## src/hw/bcb_pkg.sv

```systemverilog
// Shared constants and types for the bit clear and conditional branch executor.
package bcb_pkg;

  localparam int unsigned INSTR_W  = 16;
  localparam int unsigned DATA_W   = 8;
  localparam int unsigned FADDR_W  = 8;
  localparam int unsigned BANK_W   = 4;
  localparam int unsigned DADDR_W  = 12;
  localparam int unsigned PC_W     = 21;
  localparam int unsigned BIT_W    = 3;

  // Opcode fields: top nibble for bit clear, top byte for the branches.
  localparam logic [3:0] BIT_CLEAR_NIB   = 4'h9;
  localparam logic [7:0] BR_CARRY_BYTE   = 8'he2;
  localparam logic [7:0] BR_NO_CARRY_BYTE = 8'he3;
  localparam logic [7:0] BR_NEG_BYTE     = 8'he6;

  // Access bank layout: low part maps to bank zero, high part to the top bank.
  localparam logic [7:0]        ACCESS_SPLIT    = 8'h80;
  localparam logic [BANK_W-1:0] ACCESS_LOW_BANK = 4'h0;
  localparam logic [BANK_W-1:0] ACCESS_HI_BANK  = 4'hf;

  // Values after reset.
  localparam logic [PC_W-1:0]    PC_RST    = 21'h000000;
  localparam logic [INSTR_W-1:0] IR_RST    = 16'h0000;
  localparam logic [DATA_W-1:0]  DATA_RST  = 8'h00;
  localparam logic [DADDR_W-1:0] DADDR_RST = 12'h000;

  typedef enum logic [1:0] {
    PH_Q1 = 2'b00,
    PH_Q2 = 2'b01,
    PH_Q3 = 2'b10,
    PH_Q4 = 2'b11
  } bcb_phase_t;

  typedef enum logic [2:0] {
    OP_NONE        = 3'b000,
    OP_BIT_CLEAR   = 3'b001,
    OP_BR_NEG      = 3'b010,
    OP_BR_CARRY    = 3'b011,
    OP_BR_NO_CARRY = 3'b100
  } bcb_op_t;

endpackage : bcb_pkg

```

## src/hw/bcb_dec_if.sv

```systemverilog
// Carrier between the executor core and its instruction decoder.
`timescale 1ns/100ps
`default_nettype none
interface bcb_dec_if;
  logic [bcb_pkg::INSTR_W-1:0] word;
  bcb_pkg::bcb_op_t            op;
  logic [bcb_pkg::BIT_W-1:0]   bit_idx;
  logic                        acc_sel;
  logic [bcb_pkg::FADDR_W-1:0] faddr;
  logic [7:0]                  offset;

  modport dec  (input word, output op, bit_idx, acc_sel, faddr, offset);
  modport core (output word, input op, bit_idx, acc_sel, faddr, offset);
endinterface : bcb_dec_if
`default_nettype wire

```

## src/hw/bcb_decode.sv

```systemverilog
// Instruction field decoder for bit clear and the conditional branches.
`timescale 1ns/100ps
`default_nettype none
module bcb_decode (
  bcb_dec_if.dec d
);

  wire is_bit_clear;
  wire is_br_neg;
  wire is_br_carry;
  wire is_br_no_carry;

  assign is_bit_clear   = (d.word[15:12] == bcb_pkg::BIT_CLEAR_NIB);
  assign is_br_neg      = (d.word[15:8] == bcb_pkg::BR_NEG_BYTE);
  assign is_br_carry    = (d.word[15:8] == bcb_pkg::BR_CARRY_BYTE);
  assign is_br_no_carry = (d.word[15:8] == bcb_pkg::BR_NO_CARRY_BYTE);

  // Words outside this group decode to no operation here.
  assign d.op = is_bit_clear   ? bcb_pkg::OP_BIT_CLEAR   :
                is_br_neg      ? bcb_pkg::OP_BR_NEG      :
                is_br_carry    ? bcb_pkg::OP_BR_CARRY    :
                is_br_no_carry ? bcb_pkg::OP_BR_NO_CARRY : bcb_pkg::OP_NONE;

  assign d.bit_idx = d.word[11:9];
  assign d.acc_sel = d.word[8];
  assign d.faddr   = d.word[7:0];
  assign d.offset  = d.word[7:0];

endmodule : bcb_decode
`default_nettype wire

```

## src/hw/bcb_exec.sv

```systemverilog
// Four-phase executor for bit clear and the carry and negative branches.
//
// Operation
// - Word 1001 bbba ffff ffff clears bit b of the addressed register only.
// - Access bit 0 selects the access bank; 1 uses the bank select register.
// - High byte 1110 0110 branches only when the negative flag is one.
// - High byte 1110 0011 with an eight-bit offset is the no-carry branch.
// - No-carry branch is taken only with carry clear, else execution falls through.
// - Branch offset is signed, -128 to 127, and doubled before the add.
// - Taken target is branch address plus two plus twice the offset.
// - Branches take one cycle when not taken and two cycles when taken.
// - Conditional branches never modify any arithmetic status flag.
// - High byte 1110 0010 branches only when the carry flag is one.
`timescale 1ns/100ps
`default_nettype none
module bcb_exec (
  input  wire logic                          sys_clk_i,
  input  wire logic                          rst_i,
  input  wire logic [bcb_pkg::INSTR_W-1:0]   instr_i,
  input  wire logic [bcb_pkg::PC_W-1:0]      pc_i,
  input  wire logic [bcb_pkg::BANK_W-1:0]    bank_select_register_i,
  input  wire logic                          carry_i,
  input  wire logic                          negative_i,
  input  wire logic [bcb_pkg::DATA_W-1:0]    dm_rdata_i,
  output logic      [1:0]                    phase_o,
  output logic      [bcb_pkg::DADDR_W-1:0]   dm_addr_o,
  output logic                               dm_rd_o,
  output logic                               dm_wr_o,
  output logic      [bcb_pkg::DATA_W-1:0]    dm_wdata_o,
  output logic                               pc_load_o,
  output logic      [bcb_pkg::PC_W-1:0]      pc_target_o,
  output logic                               flush_o,
  output logic                               nop_cycle_o,
  output logic                               flags_we_o
);

  bcb_pkg::bcb_phase_t phase_q;
  bcb_pkg::bcb_phase_t phase_d;

  logic [bcb_pkg::INSTR_W-1:0] ir_q;
  logic [bcb_pkg::PC_W-1:0]    pc_q;
  logic                        nop_q;
  logic                        nop_d;
  logic [bcb_pkg::DATA_W-1:0]  rdata_q;
  logic [bcb_pkg::DADDR_W-1:0] addr_q;
  logic [bcb_pkg::DADDR_W-1:0] addr_d;
  logic                        rd_q;
  logic                        rd_d;
  logic                        wr_q;
  logic                        wr_d;
  logic [bcb_pkg::DATA_W-1:0]  wdata_q;
  logic [bcb_pkg::DATA_W-1:0]  wdata_d;
  logic                        pc_load_q;
  logic                        pc_load_d;
  logic [bcb_pkg::PC_W-1:0]    target_q;
  logic [bcb_pkg::PC_W-1:0]    target_d;
  logic                        flush_q;
  logic                        flush_d;

  bcb_dec_if dec_bus ();

  bcb_decode u_decode (
    .d (dec_bus)
  );

  wire                          in_q1;
  wire                          in_q2;
  wire                          in_q3;
  wire                          in_q4;
  wire                          busy_nop;
  wire                          op_bit_clear;
  wire                          op_branch;
  wire                          cond_true;
  wire                          taken;
  wire [bcb_pkg::BANK_W-1:0]    access_bank;
  wire [bcb_pkg::BANK_W-1:0]    eff_bank;
  wire [bcb_pkg::DADDR_W-1:0]   eff_addr;
  wire [bcb_pkg::PC_W-1:0]      offset_x2;
  wire [bcb_pkg::PC_W-1:0]      branch_target;
  wire [bcb_pkg::DATA_W-1:0]    cleared;

  assign in_q1    = (phase_q == bcb_pkg::PH_Q1);
  assign in_q2    = (phase_q == bcb_pkg::PH_Q2);
  assign in_q3    = (phase_q == bcb_pkg::PH_Q3);
  assign in_q4    = (phase_q == bcb_pkg::PH_Q4);
  assign busy_nop = nop_q;

  // The fetched word is decoded live in phase one, then from the latched copy.
  assign dec_bus.word = in_q1 ? instr_i : ir_q;

  assign op_bit_clear = !busy_nop && (dec_bus.op == bcb_pkg::OP_BIT_CLEAR);
  assign op_branch    = !busy_nop && ((dec_bus.op == bcb_pkg::OP_BR_NEG)   ||
                                      (dec_bus.op == bcb_pkg::OP_BR_CARRY) ||
                                      (dec_bus.op == bcb_pkg::OP_BR_NO_CARRY));

  // negative condition, carry set, carry clear.
  // Flags are read live here, so the decision is fixed only at the end of phase three.
  assign cond_true = ((dec_bus.op == bcb_pkg::OP_BR_NEG)      &&  negative_i) ||
                     ((dec_bus.op == bcb_pkg::OP_BR_CARRY)    &&  carry_i)    ||
                     ((dec_bus.op == bcb_pkg::OP_BR_NO_CARRY) && !carry_i);
  assign taken     = op_branch && cond_true;

  assign access_bank = (dec_bus.faddr < bcb_pkg::ACCESS_SPLIT) ? bcb_pkg::ACCESS_LOW_BANK
                                                                : bcb_pkg::ACCESS_HI_BANK;
  assign eff_bank    = dec_bus.acc_sel ? bank_select_register_i : access_bank;
  assign eff_addr    = {eff_bank, dec_bus.faddr};

  assign offset_x2     = {{(bcb_pkg::PC_W-9){dec_bus.offset[7]}}, dec_bus.offset, 1'b0};
  assign branch_target = pc_q + offset_x2;

  // clear selected bit only.
  // The index is widened to int so the loop variable needs no narrowing.
  for (genvar i = 0; i < bcb_pkg::DATA_W; i++) begin : g_clear
    assign cleared[i] = rdata_q[i] & (int'(dec_bus.bit_idx) != i);
  end

  // Phase sequencer: one phase per clock, four clocks per instruction cycle.
  always_comb begin
    case (phase_q)
      bcb_pkg::PH_Q1: phase_d = bcb_pkg::PH_Q2;
      bcb_pkg::PH_Q2: phase_d = bcb_pkg::PH_Q3;
      bcb_pkg::PH_Q3: phase_d = bcb_pkg::PH_Q4;
      bcb_pkg::PH_Q4: phase_d = bcb_pkg::PH_Q1;
      default:        phase_d = bcb_pkg::PH_Q1;
    endcase
  end

  assign rd_d    = in_q1 && op_bit_clear;
  assign addr_d  = (in_q1 && op_bit_clear) ? eff_addr : addr_q;
  assign wr_d    = in_q3 && op_bit_clear;
  assign wdata_d = (in_q3 && op_bit_clear) ? cleared : wdata_q;

  // taken branch writes the counter in phase four.
  assign pc_load_d = in_q3 && taken;
  assign target_d  = (in_q3 && taken) ? branch_target : target_q;
  // discard the prefetched word on a taken branch.
  assign flush_d   = in_q3 && taken;

  // one extra no-operation cycle after a taken branch.
  // the whole following cycle is idle.
  // Follow the registered load, since a flag change in phase four must not split load and idle cycle.
  assign nop_d = in_q4 ? pc_load_q : nop_q;

  always_ff @(posedge sys_clk_i or posedge rst_i) begin
    if (rst_i) begin
      phase_q <= bcb_pkg::PH_Q1;
      nop_q   <= 1'b0;
    end else begin
      phase_q <= phase_d;
      nop_q   <= nop_d;
    end
  end

  // Latch the instruction and the advanced counter at the end of phase one.
  always_ff @(posedge sys_clk_i or posedge rst_i) begin
    if (rst_i) begin
      ir_q <= bcb_pkg::IR_RST;
      pc_q <= bcb_pkg::PC_RST;
    end else if (in_q1) begin
      ir_q <= busy_nop ? bcb_pkg::IR_RST : instr_i;
      pc_q <= pc_i;
    end
  end

  // capture read data at the end of phase two.
  always_ff @(posedge sys_clk_i or posedge rst_i) begin
    if (rst_i) begin
      rdata_q <= bcb_pkg::DATA_RST;
    end else if (in_q2 && op_bit_clear) begin
      rdata_q <= dm_rdata_i;
    end
  end

  always_ff @(posedge sys_clk_i or posedge rst_i) begin
    if (rst_i) begin
      addr_q  <= bcb_pkg::DADDR_RST;
      rd_q    <= 1'b0;
      wr_q    <= 1'b0;
      wdata_q <= bcb_pkg::DATA_RST;
    end else begin
      addr_q  <= addr_d;
      rd_q    <= rd_d;
      wr_q    <= wr_d;
      wdata_q <= wdata_d;
    end
  end

  always_ff @(posedge sys_clk_i or posedge rst_i) begin
    if (rst_i) begin
      pc_load_q <= 1'b0;
      target_q  <= bcb_pkg::PC_RST;
      flush_q   <= 1'b0;
    end else begin
      pc_load_q <= pc_load_d;
      target_q  <= target_d;
      flush_q   <= flush_d;
    end
  end

  // The read address is held through phase four so the write lands on the same register.
  assign dm_addr_o   = addr_q;
  assign dm_rd_o     = rd_q;
  assign dm_wr_o     = wr_q;
  assign dm_wdata_o  = wdata_q;
  assign pc_load_o   = pc_load_q;
  assign pc_target_o = target_q;
  assign flush_o     = flush_q;
  assign nop_cycle_o = nop_q;
  assign phase_o     = phase_q;
  assign flags_we_o  = 1'b0;

endmodule : bcb_exec
`default_nettype wire

```

## config.mk

```make
export PLATFORM = sky130hd
export DESIGN_NAME = bcb_exec
export DESIGN_NICKNAME = d
export VERILOG_FILES = /design/src/hw/bcb_pkg.sv /design/src/hw/bcb_dec_if.sv /design/src/hw/bcb_decode.sv /design/src/hw/bcb_exec.sv
export SDC_FILE = /design/constraint.sdc
export NUM_CORES = 1
export LEC_CHECK = 0
export BUFFER_PORTS_ARGS = -buffer_cell sky130_fd_sc_hd__buf_2
export CORE_MARGIN = 2
export CORE_UTILIZATION = 55
export CTS_BUF_LIST = sky130_fd_sc_hd__clkbuf_16
export DETAILED_ROUTE_END_ITERATION = 16
export GPL_ROUTABILITY_DRIVEN = 0
export PLACE_DENSITY = 0.87
export SYNTH_ARGS = -nofsm -noshare
export SYNTH_HDL_FRONTEND = slang
export SYNTH_HIERARCHICAL = 1
export SYNTH_SLANG_ARGS = --single-unit
export TNS_END_PERCENT = 20
```

## constraint.sdc

```tcl
create_clock -name sys_clk_i -period 7.2 [get_ports sys_clk_i]
set_clock_uncertainty 0.2 [all_clocks]
set_input_delay 0.72 -clock sys_clk_i [delete_from_list [all_inputs] [get_ports sys_clk_i]]
set_output_delay 0.72 -clock sys_clk_i [all_outputs]
set_load 0.01 [all_outputs]
```

=== After elaboration in Yosys (flattened, before gate mapping) ===
Cells that the tools add are included.

* Add/subtract/negate cells: 1
* Multiply operators: 0
* Divide/modulo/power cells: 0
* Magnitude comparators: 1
* Equal/unequal tests: 18
* Shift operators: 0
* Muxes and demuxes: 9
* Bitwise gates (word level): 8
* Reductions and logical operators: 18

{| class="wikitable"
|+ Operators with widths
! cell !! number
|-
| 16-bit 2-to-1 mux || 2
|-
| 8-bit == test, second input constant || 3
|-
| 21-bit adder || 1
|-
| 3-bit 2-to-1 mux || 4
|-
| 3-bit != test, second input constant || 4
|-
| 1-bit logical AND || 10
|-
| 1-bit bitwise AND || 8
|-
| 8-bit < comparator, second input constant || 1
|-
| 4-bit 2-to-1 mux || 2
|-
| 2-bit case mux with 4 select lines || 1
|-
| 3-bit by 2-bit == test with 1-bit output, second input constant || 2
|-
| 3-bit by 2-bit != test with 1-bit output, second input constant || 2
|-
| 2-bit == test, second input constant || 2
|-
| 4-bit == test, second input constant || 1
|-
| 1-bit logical OR || 4
|-
| 3-bit by 1-bit == test with 1-bit output, second input constant || 1
|-
| 3-bit == test, second input constant || 1
|-
| 3-bit by 1-bit != test with 1-bit output, second input constant || 1
|-
| 3-bit nonzero test || 1
|-
| 2-bit by 1-bit == test with 1-bit output, second input constant || 1
|-
| 1-bit zero test || 2
|-
| 2-bit zero test || 1
|}

* Bits in registers: 92
* Latch bits: 0
* Bits in writable memories: 0
* Bits in read-only memories: 0
* Bits of input ports: 53
* Output and inout bits: 49
* Memories: 0

=== Logic depth before layout (Yosys ltp) ===
* Depth after elaboration: 13
* Gate-level depth with buffers: 15

=== Hierarchy ===
The synthesis kept the hierarchy.

{| class="wikitable"
|+ By module, submodules not included
! module !! times used !! cells an instance !! area an instance (um^2)
|-
| bcb_exec || 1 || 487 || 4822.1
|-
| bcb_decode || 1 || 27 || 206.4
|}

=== Worst setup path before layout ===
No wires, ideal clock.

* Path type: reg-to-reg
* Start point: register phase_q[0] (netlist: phase_o[0])
* End point: register target_q, in the netlist pc_target_o[17]
* Library setup time: 0.123 ns
* Data arrival time: 2.931 ns
* Data required time: 6.877 ns
* Setup slack: 3.946 ns
* Stages on the path, launching flop included: 16
* Clock period less this slack: 3.254 ns
* Cells stage by stage: dfrtp_1 > inv_1 > ha_1 > buf_2 > clkbuf_1 > nand2_1 > o21ai_0 > buf_4 > ha_1 > fa_1 > a21o_1 > a311oi_2 > o21ai_1 > a221oi_2 > xor2_1 > o21ai_1

* Elaborated cells between the ends (all ways): 25
* Those cells by class: add/sub (1); eq/ne (8); mux (5); reduce/logical (11)

{| class="wikitable"
|+ RTL lines
! element !! line !! text
|-
| start, declared || bcb_exec.sv:37 || <nowiki>bcb_pkg::bcb_phase_t phase_q;</nowiki>
|-
| start signal, assigned || bcb_exec.sv:146 || <nowiki>phase_q <= bcb_pkg::PH_Q1;</nowiki>
|-
| start signal, assigned || bcb_exec.sv:149 || <nowiki>phase_q <= phase_d;</nowiki>
|-
| 2-bit zero test || bcb_exec.sv:82 || <nowiki>assign in_q1 = (phase_q == bcb_pkg::PH_Q1);</nowiki>
|-
| 16-bit 2-to-1 mux || bcb_exec.sv:89 || <nowiki>assign dec_bus.word = in_q1 ? instr_i : ir_q;</nowiki>
|-
| via dec_bus.word, one bit || bcb_dec_if.sv:5 || <nowiki>logic [bcb_pkg::INSTR_W-1:0] word;</nowiki>
|-
| 21-bit adder || bcb_exec.sv:109 || <nowiki>assign branch_target = pc_q + offset_x2;</nowiki>
|-
| end signal, assigned || bcb_exec.sv:191 || <nowiki>target_q <= bcb_pkg::PC_RST;</nowiki>
|-
| end signal, assigned || bcb_exec.sv:195 || <nowiki>target_q <= target_d;</nowiki>
|-
| end, declared || bcb_exec.sv:55 || <nowiki>logic [bcb_pkg::PC_W-1:0] target_q;</nowiki>
|}

The timed path passes the listed nets, and every way through them passes these cells.
A chain may end at the register's enable or synchronous reset.

=== Worst setup path in the final report ===
* Start point: register phase_q[0] (netlist: phase_o[0])
* End point: register target_q, in the netlist pc_target_o[16]

* Elaborated cells between the ends (all ways): 25
* Those cells by class: add/sub (1); eq/ne (8); mux (5); reduce/logical (11)

{| class="wikitable"
|+ RTL lines
! element !! line !! text
|-
| 2-bit zero test * || bcb_exec.sv:82 ||
|-
| 16-bit 2-to-1 mux * || bcb_exec.sv:89 ||
|-
| via dec_bus.word, one bit || bcb_dec_if.sv:5 ||
|-
| 8-bit == test || bcb_decode.sv:15 || <nowiki>assign is_br_carry = (d.word[15:8] == bcb_pkg::BR_CARRY_BYTE);</nowiki>
|-
| 3-bit 2-to-1 mux || bcb_decode.sv:21 || <nowiki>is_br_carry ? bcb_pkg::OP_BR_CARRY :</nowiki>
|-
| 3-bit 2-to-1 mux * || bcb_decode.sv:20 || <nowiki>is_br_neg ? bcb_pkg::OP_BR_NEG :</nowiki>
|-
| 3-bit 2-to-1 mux * || bcb_decode.sv:19 || <nowiki>assign d.op = is_bit_clear ? bcb_pkg::OP_BIT_CLEAR :</nowiki>
|-
| via dec_bus.op[0] || bcb_dec_if.sv:6 || <nowiki>bcb_pkg::bcb_op_t op;</nowiki>
|-
| 3-bit by 2-bit == test with 1-bit output (on tied branches) || -- ||
|-
| 1-bit logical OR, or another cell as far along || bcb_exec.sv:92 || <nowiki>assign op_branch = !busy_nop && ((dec_bus.op == bcb_pkg::OP_BR_NEG) ||</nowiki>
|-
| 1-bit logical OR (on tied branches) || bcb_exec.sv:93, bcb_exec.sv:98 ||
|-
| 1-bit logical AND or 1-bit logical OR (tied branches) || bcb_exec.sv:92, bcb_exec.sv:99 ||
|-
| 1-bit logical AND * || bcb_exec.sv:101 || <nowiki>assign taken = op_branch && cond_true;</nowiki>
|-
| 1-bit logical AND * || -- ||
|-
| via flush_d || bcb_exec.sv:58 || <nowiki>logic flush_d;</nowiki>
|}

The timed path passes the listed nets; every way through them passes the cells marked *.

==> run_results.csv <==
group,metric,value,unit
status,outcome,"complete, no violations",
die,die_h,99.6,um
die,core_area,8810,sq um
pwr,p_total,1240,uW
sta,fmax,0.207,GHz
critical_path,worst_r2r_path_depth,13,
clock_tree,cts_tree,"done",
sta,fin_setup_tns,0,ns
critical_path,crit_arrival,4.83,ns
place,dp.cells,679,
synthesis,ys_seq_elements,92,
clock_tree,cts_sinks,92,
detailed_routing,vias_per_cell,5.66,
place,place_ws,2.43,ns
clock_tree,cts_inserted_buffers,9,
synthesis,synthCells,514,
clock_tree,cts_resized,0,
synthesis,synth_edf_count,0,
die,core.rowCount,34,
final_layout,drive_above_1_share,0.295,
sta,min_period,4.83,ns
synthesis,netlist_area,5030,sq um
global_route,grt_usage,0.228,
clock_tree,clock_latency,0.34,ns
pwr,ir_drop,0.000119,V
sta,setup_viol,0,
global_route,grt_antenna_before_repair,0,
place,dp_hpwl,7940,um
clock_tree,h-tree-depth,3,
detailed_routing,num_vias,3935,
hold_path,min_path_cells,2,
sta,setup_slack,2.37,ns
detailed_routing,wl_per_cell,15.7,um
synthesis,ys_types,58,
clock_tree,path_clk_slew,0.07,ns
synthesis,synth_top_area_frac,0.458,
synthesis,async_flop_share,1.00,
critical_path,crit_fanout,71,
global_route,grt_max_degree,93,
die,num_io_pins,102,
critical_path,end_kind,"register",
sta,period_share,0.671,
clock_tree,clk_path_buf_depth,2,
synthesis,synth-main-ff-cell,"dfrtp_1",
detailed_routing,wl,10900,um
detailed_routing,drtPass1Iterations,4,
synthesis,synth_most_common_cell,"dfrtp_1",
synthesis,ys_warn_count,6,
clock_tree,postCtsSetupBuffers,0,
clock_tree,hold_buffers,0,
hold_path,hold_class,"register to register",
critical_path,worstSetupStartpointType,"register",
place,numPortBuffers,100,
global_route,overflow,0,
synthesis,avgSynthCellArea,9.78,sq um
synthesis,yosys.area.top_type,"dfrtp_1",
detailed_routing,first_iter_violations,140,
die,start_util,0.571,
pwr,cellPowerDensity,217,nW/um^2
final_layout,syn2layout_area_growth,13.0,%
global_route,grt_pass1_vias,3856,
critical_path,required,7.20,ns
detailed_routing,drcViolationCount,0,
detailed_routing,detail-route-antenna-nets,0,
synthesis,ys_top_cells_by_area,"dfrtp_1 (46%), mux2_2 (8.5%), o21ai_0 (7.4%)",
clock_tree,cts-root-buf,"clkbuf_16",
final_layout,insertedDiodeCount,0,
critical_path,criticalPathCategory,"register to register",
final_layout,nNetsFinal,659,
synthesis,synth_common_cells,"dfrtp_1 (92), nand2_1 (85), o21ai_0 (74)",
sta,tightest_slew,1.23,ns
final_layout,stdcell_count,695,
pwr,p_leak,0.00277,uW
run,cap_violations,0,
synthesis,ys_seq_area_frac,0.458,
sta,slew_viol_final,0,
die,dieArea,9920,sq um
sta,fin_hold_ws,0.277,ns
die,die-width,99.6,um
synthesis,syn-num-nets,591,
sta,slew_headroom,0.180,
sta,rsz0062_at_grt,"false",
sta,finalHoldViolCount,0,
global_route,grt_pass1_wl,18000,um
[stage by stage]
| step | area [sq um] | util |
|---|---|---|
| 2_1_floorplan | 5030 | - |
| 3_3_place_gp | 5400 | 0.613 |
| 3_5_place_dp | 5400 | 0.613 |
| 4_1_cts | 5680 | 0.645 |
| 5_1_grt | 5680 | 0.645 |
| 6_report | 5680 | 0.645 |
[state kept, by name, indices dropped and copies added (netlist names)]
signal and count:
phase_o 2, dm_rd_o 1, pc_q 21, dm_addr_o 12
nop_cycle_o 1, flush_o 1, dm_wr_o 1, pc_target_o 21
dm_wdata_o 8, ir_q 16, rdata_q 8
[cell usage in the layout (no fill, tap or decap), drive strengths merged, types with 4 or more instances in the layout]
master and instances:
buf 103, dfrtp 92, nand2 85, o21ai 79, mux2 38, inv 30
ha 23, a21oi 20, nand3 11, nor2 10, xnor2 9, clkbuf 9
xor2 7, nor2b 4, nor3 4, and3 4, clkinv 4
[routing by layer]
layer	share of wire	track usage
met5	0	0
met4	0.015	0.0674
met3	0.062	0.0443
met2	0.50	0.398
met1	0.42	0.288
[cell type report]
class,instances,area [sq um]
Fill cell,711,3120
Multi-Input combinational cell,348,2330
Sequential cell,92,2300
Timing Repair Buffer,103,523
Clock buffer,9,225
Tap cell,108,135
Inverter,28,106
Clock inverter,7,62.6
[report_power, final]
group          switching (uW)  internal (uW)  total (uW)
Sequential               19.3            555         574
Clock                     214            240         454
Combinational             118           90.7         208
[critical path: stages (launching register included)]
cell and delay, ns:
dfrtp_1 0.43, inv_1 0.12, ha_2 0.99, o21ai_0 0.58, or4bb_1 0.63, o21ai_1 0.24
mux2i_1 0.22, nor3b_1 0.07, o21ai_2 0.15, buf_4 0.34, inv_1 0.22, and3_1 0.21
mux2i_1 0.12, o311ai_0 0.13
[final timing paths]
kind,startpoint,slack [ns],endpoint
setup reg to reg,phase_o[0],2.37,pc_target_o[16]
min in group asynchronous,rst_i,0.51,rdata_q[6]
hold reg to reg,dm_wdata_o[0],0.28,dm_wdata_o[0]
setup / recovery,phase_o[0],2.37,pc_target_o[16]
hold / removal,dm_wdata_o[0],0.28,dm_wdata_o[0]
max in group asynchronous,rst_i,5.50,pc_q[6]
[kinds of logic after synthesis]
logic type / share of synthesized area
simple gates: 0.123
compound gates: 0.159
flops: 0.458
buf+inv: 0.0796
mux: 0.0911
fa+ha+maj: 0.0612
xor+xnor: 0.0279
other cells: 0.000746
Note: power is estimated with default switching activity, not from simulation.
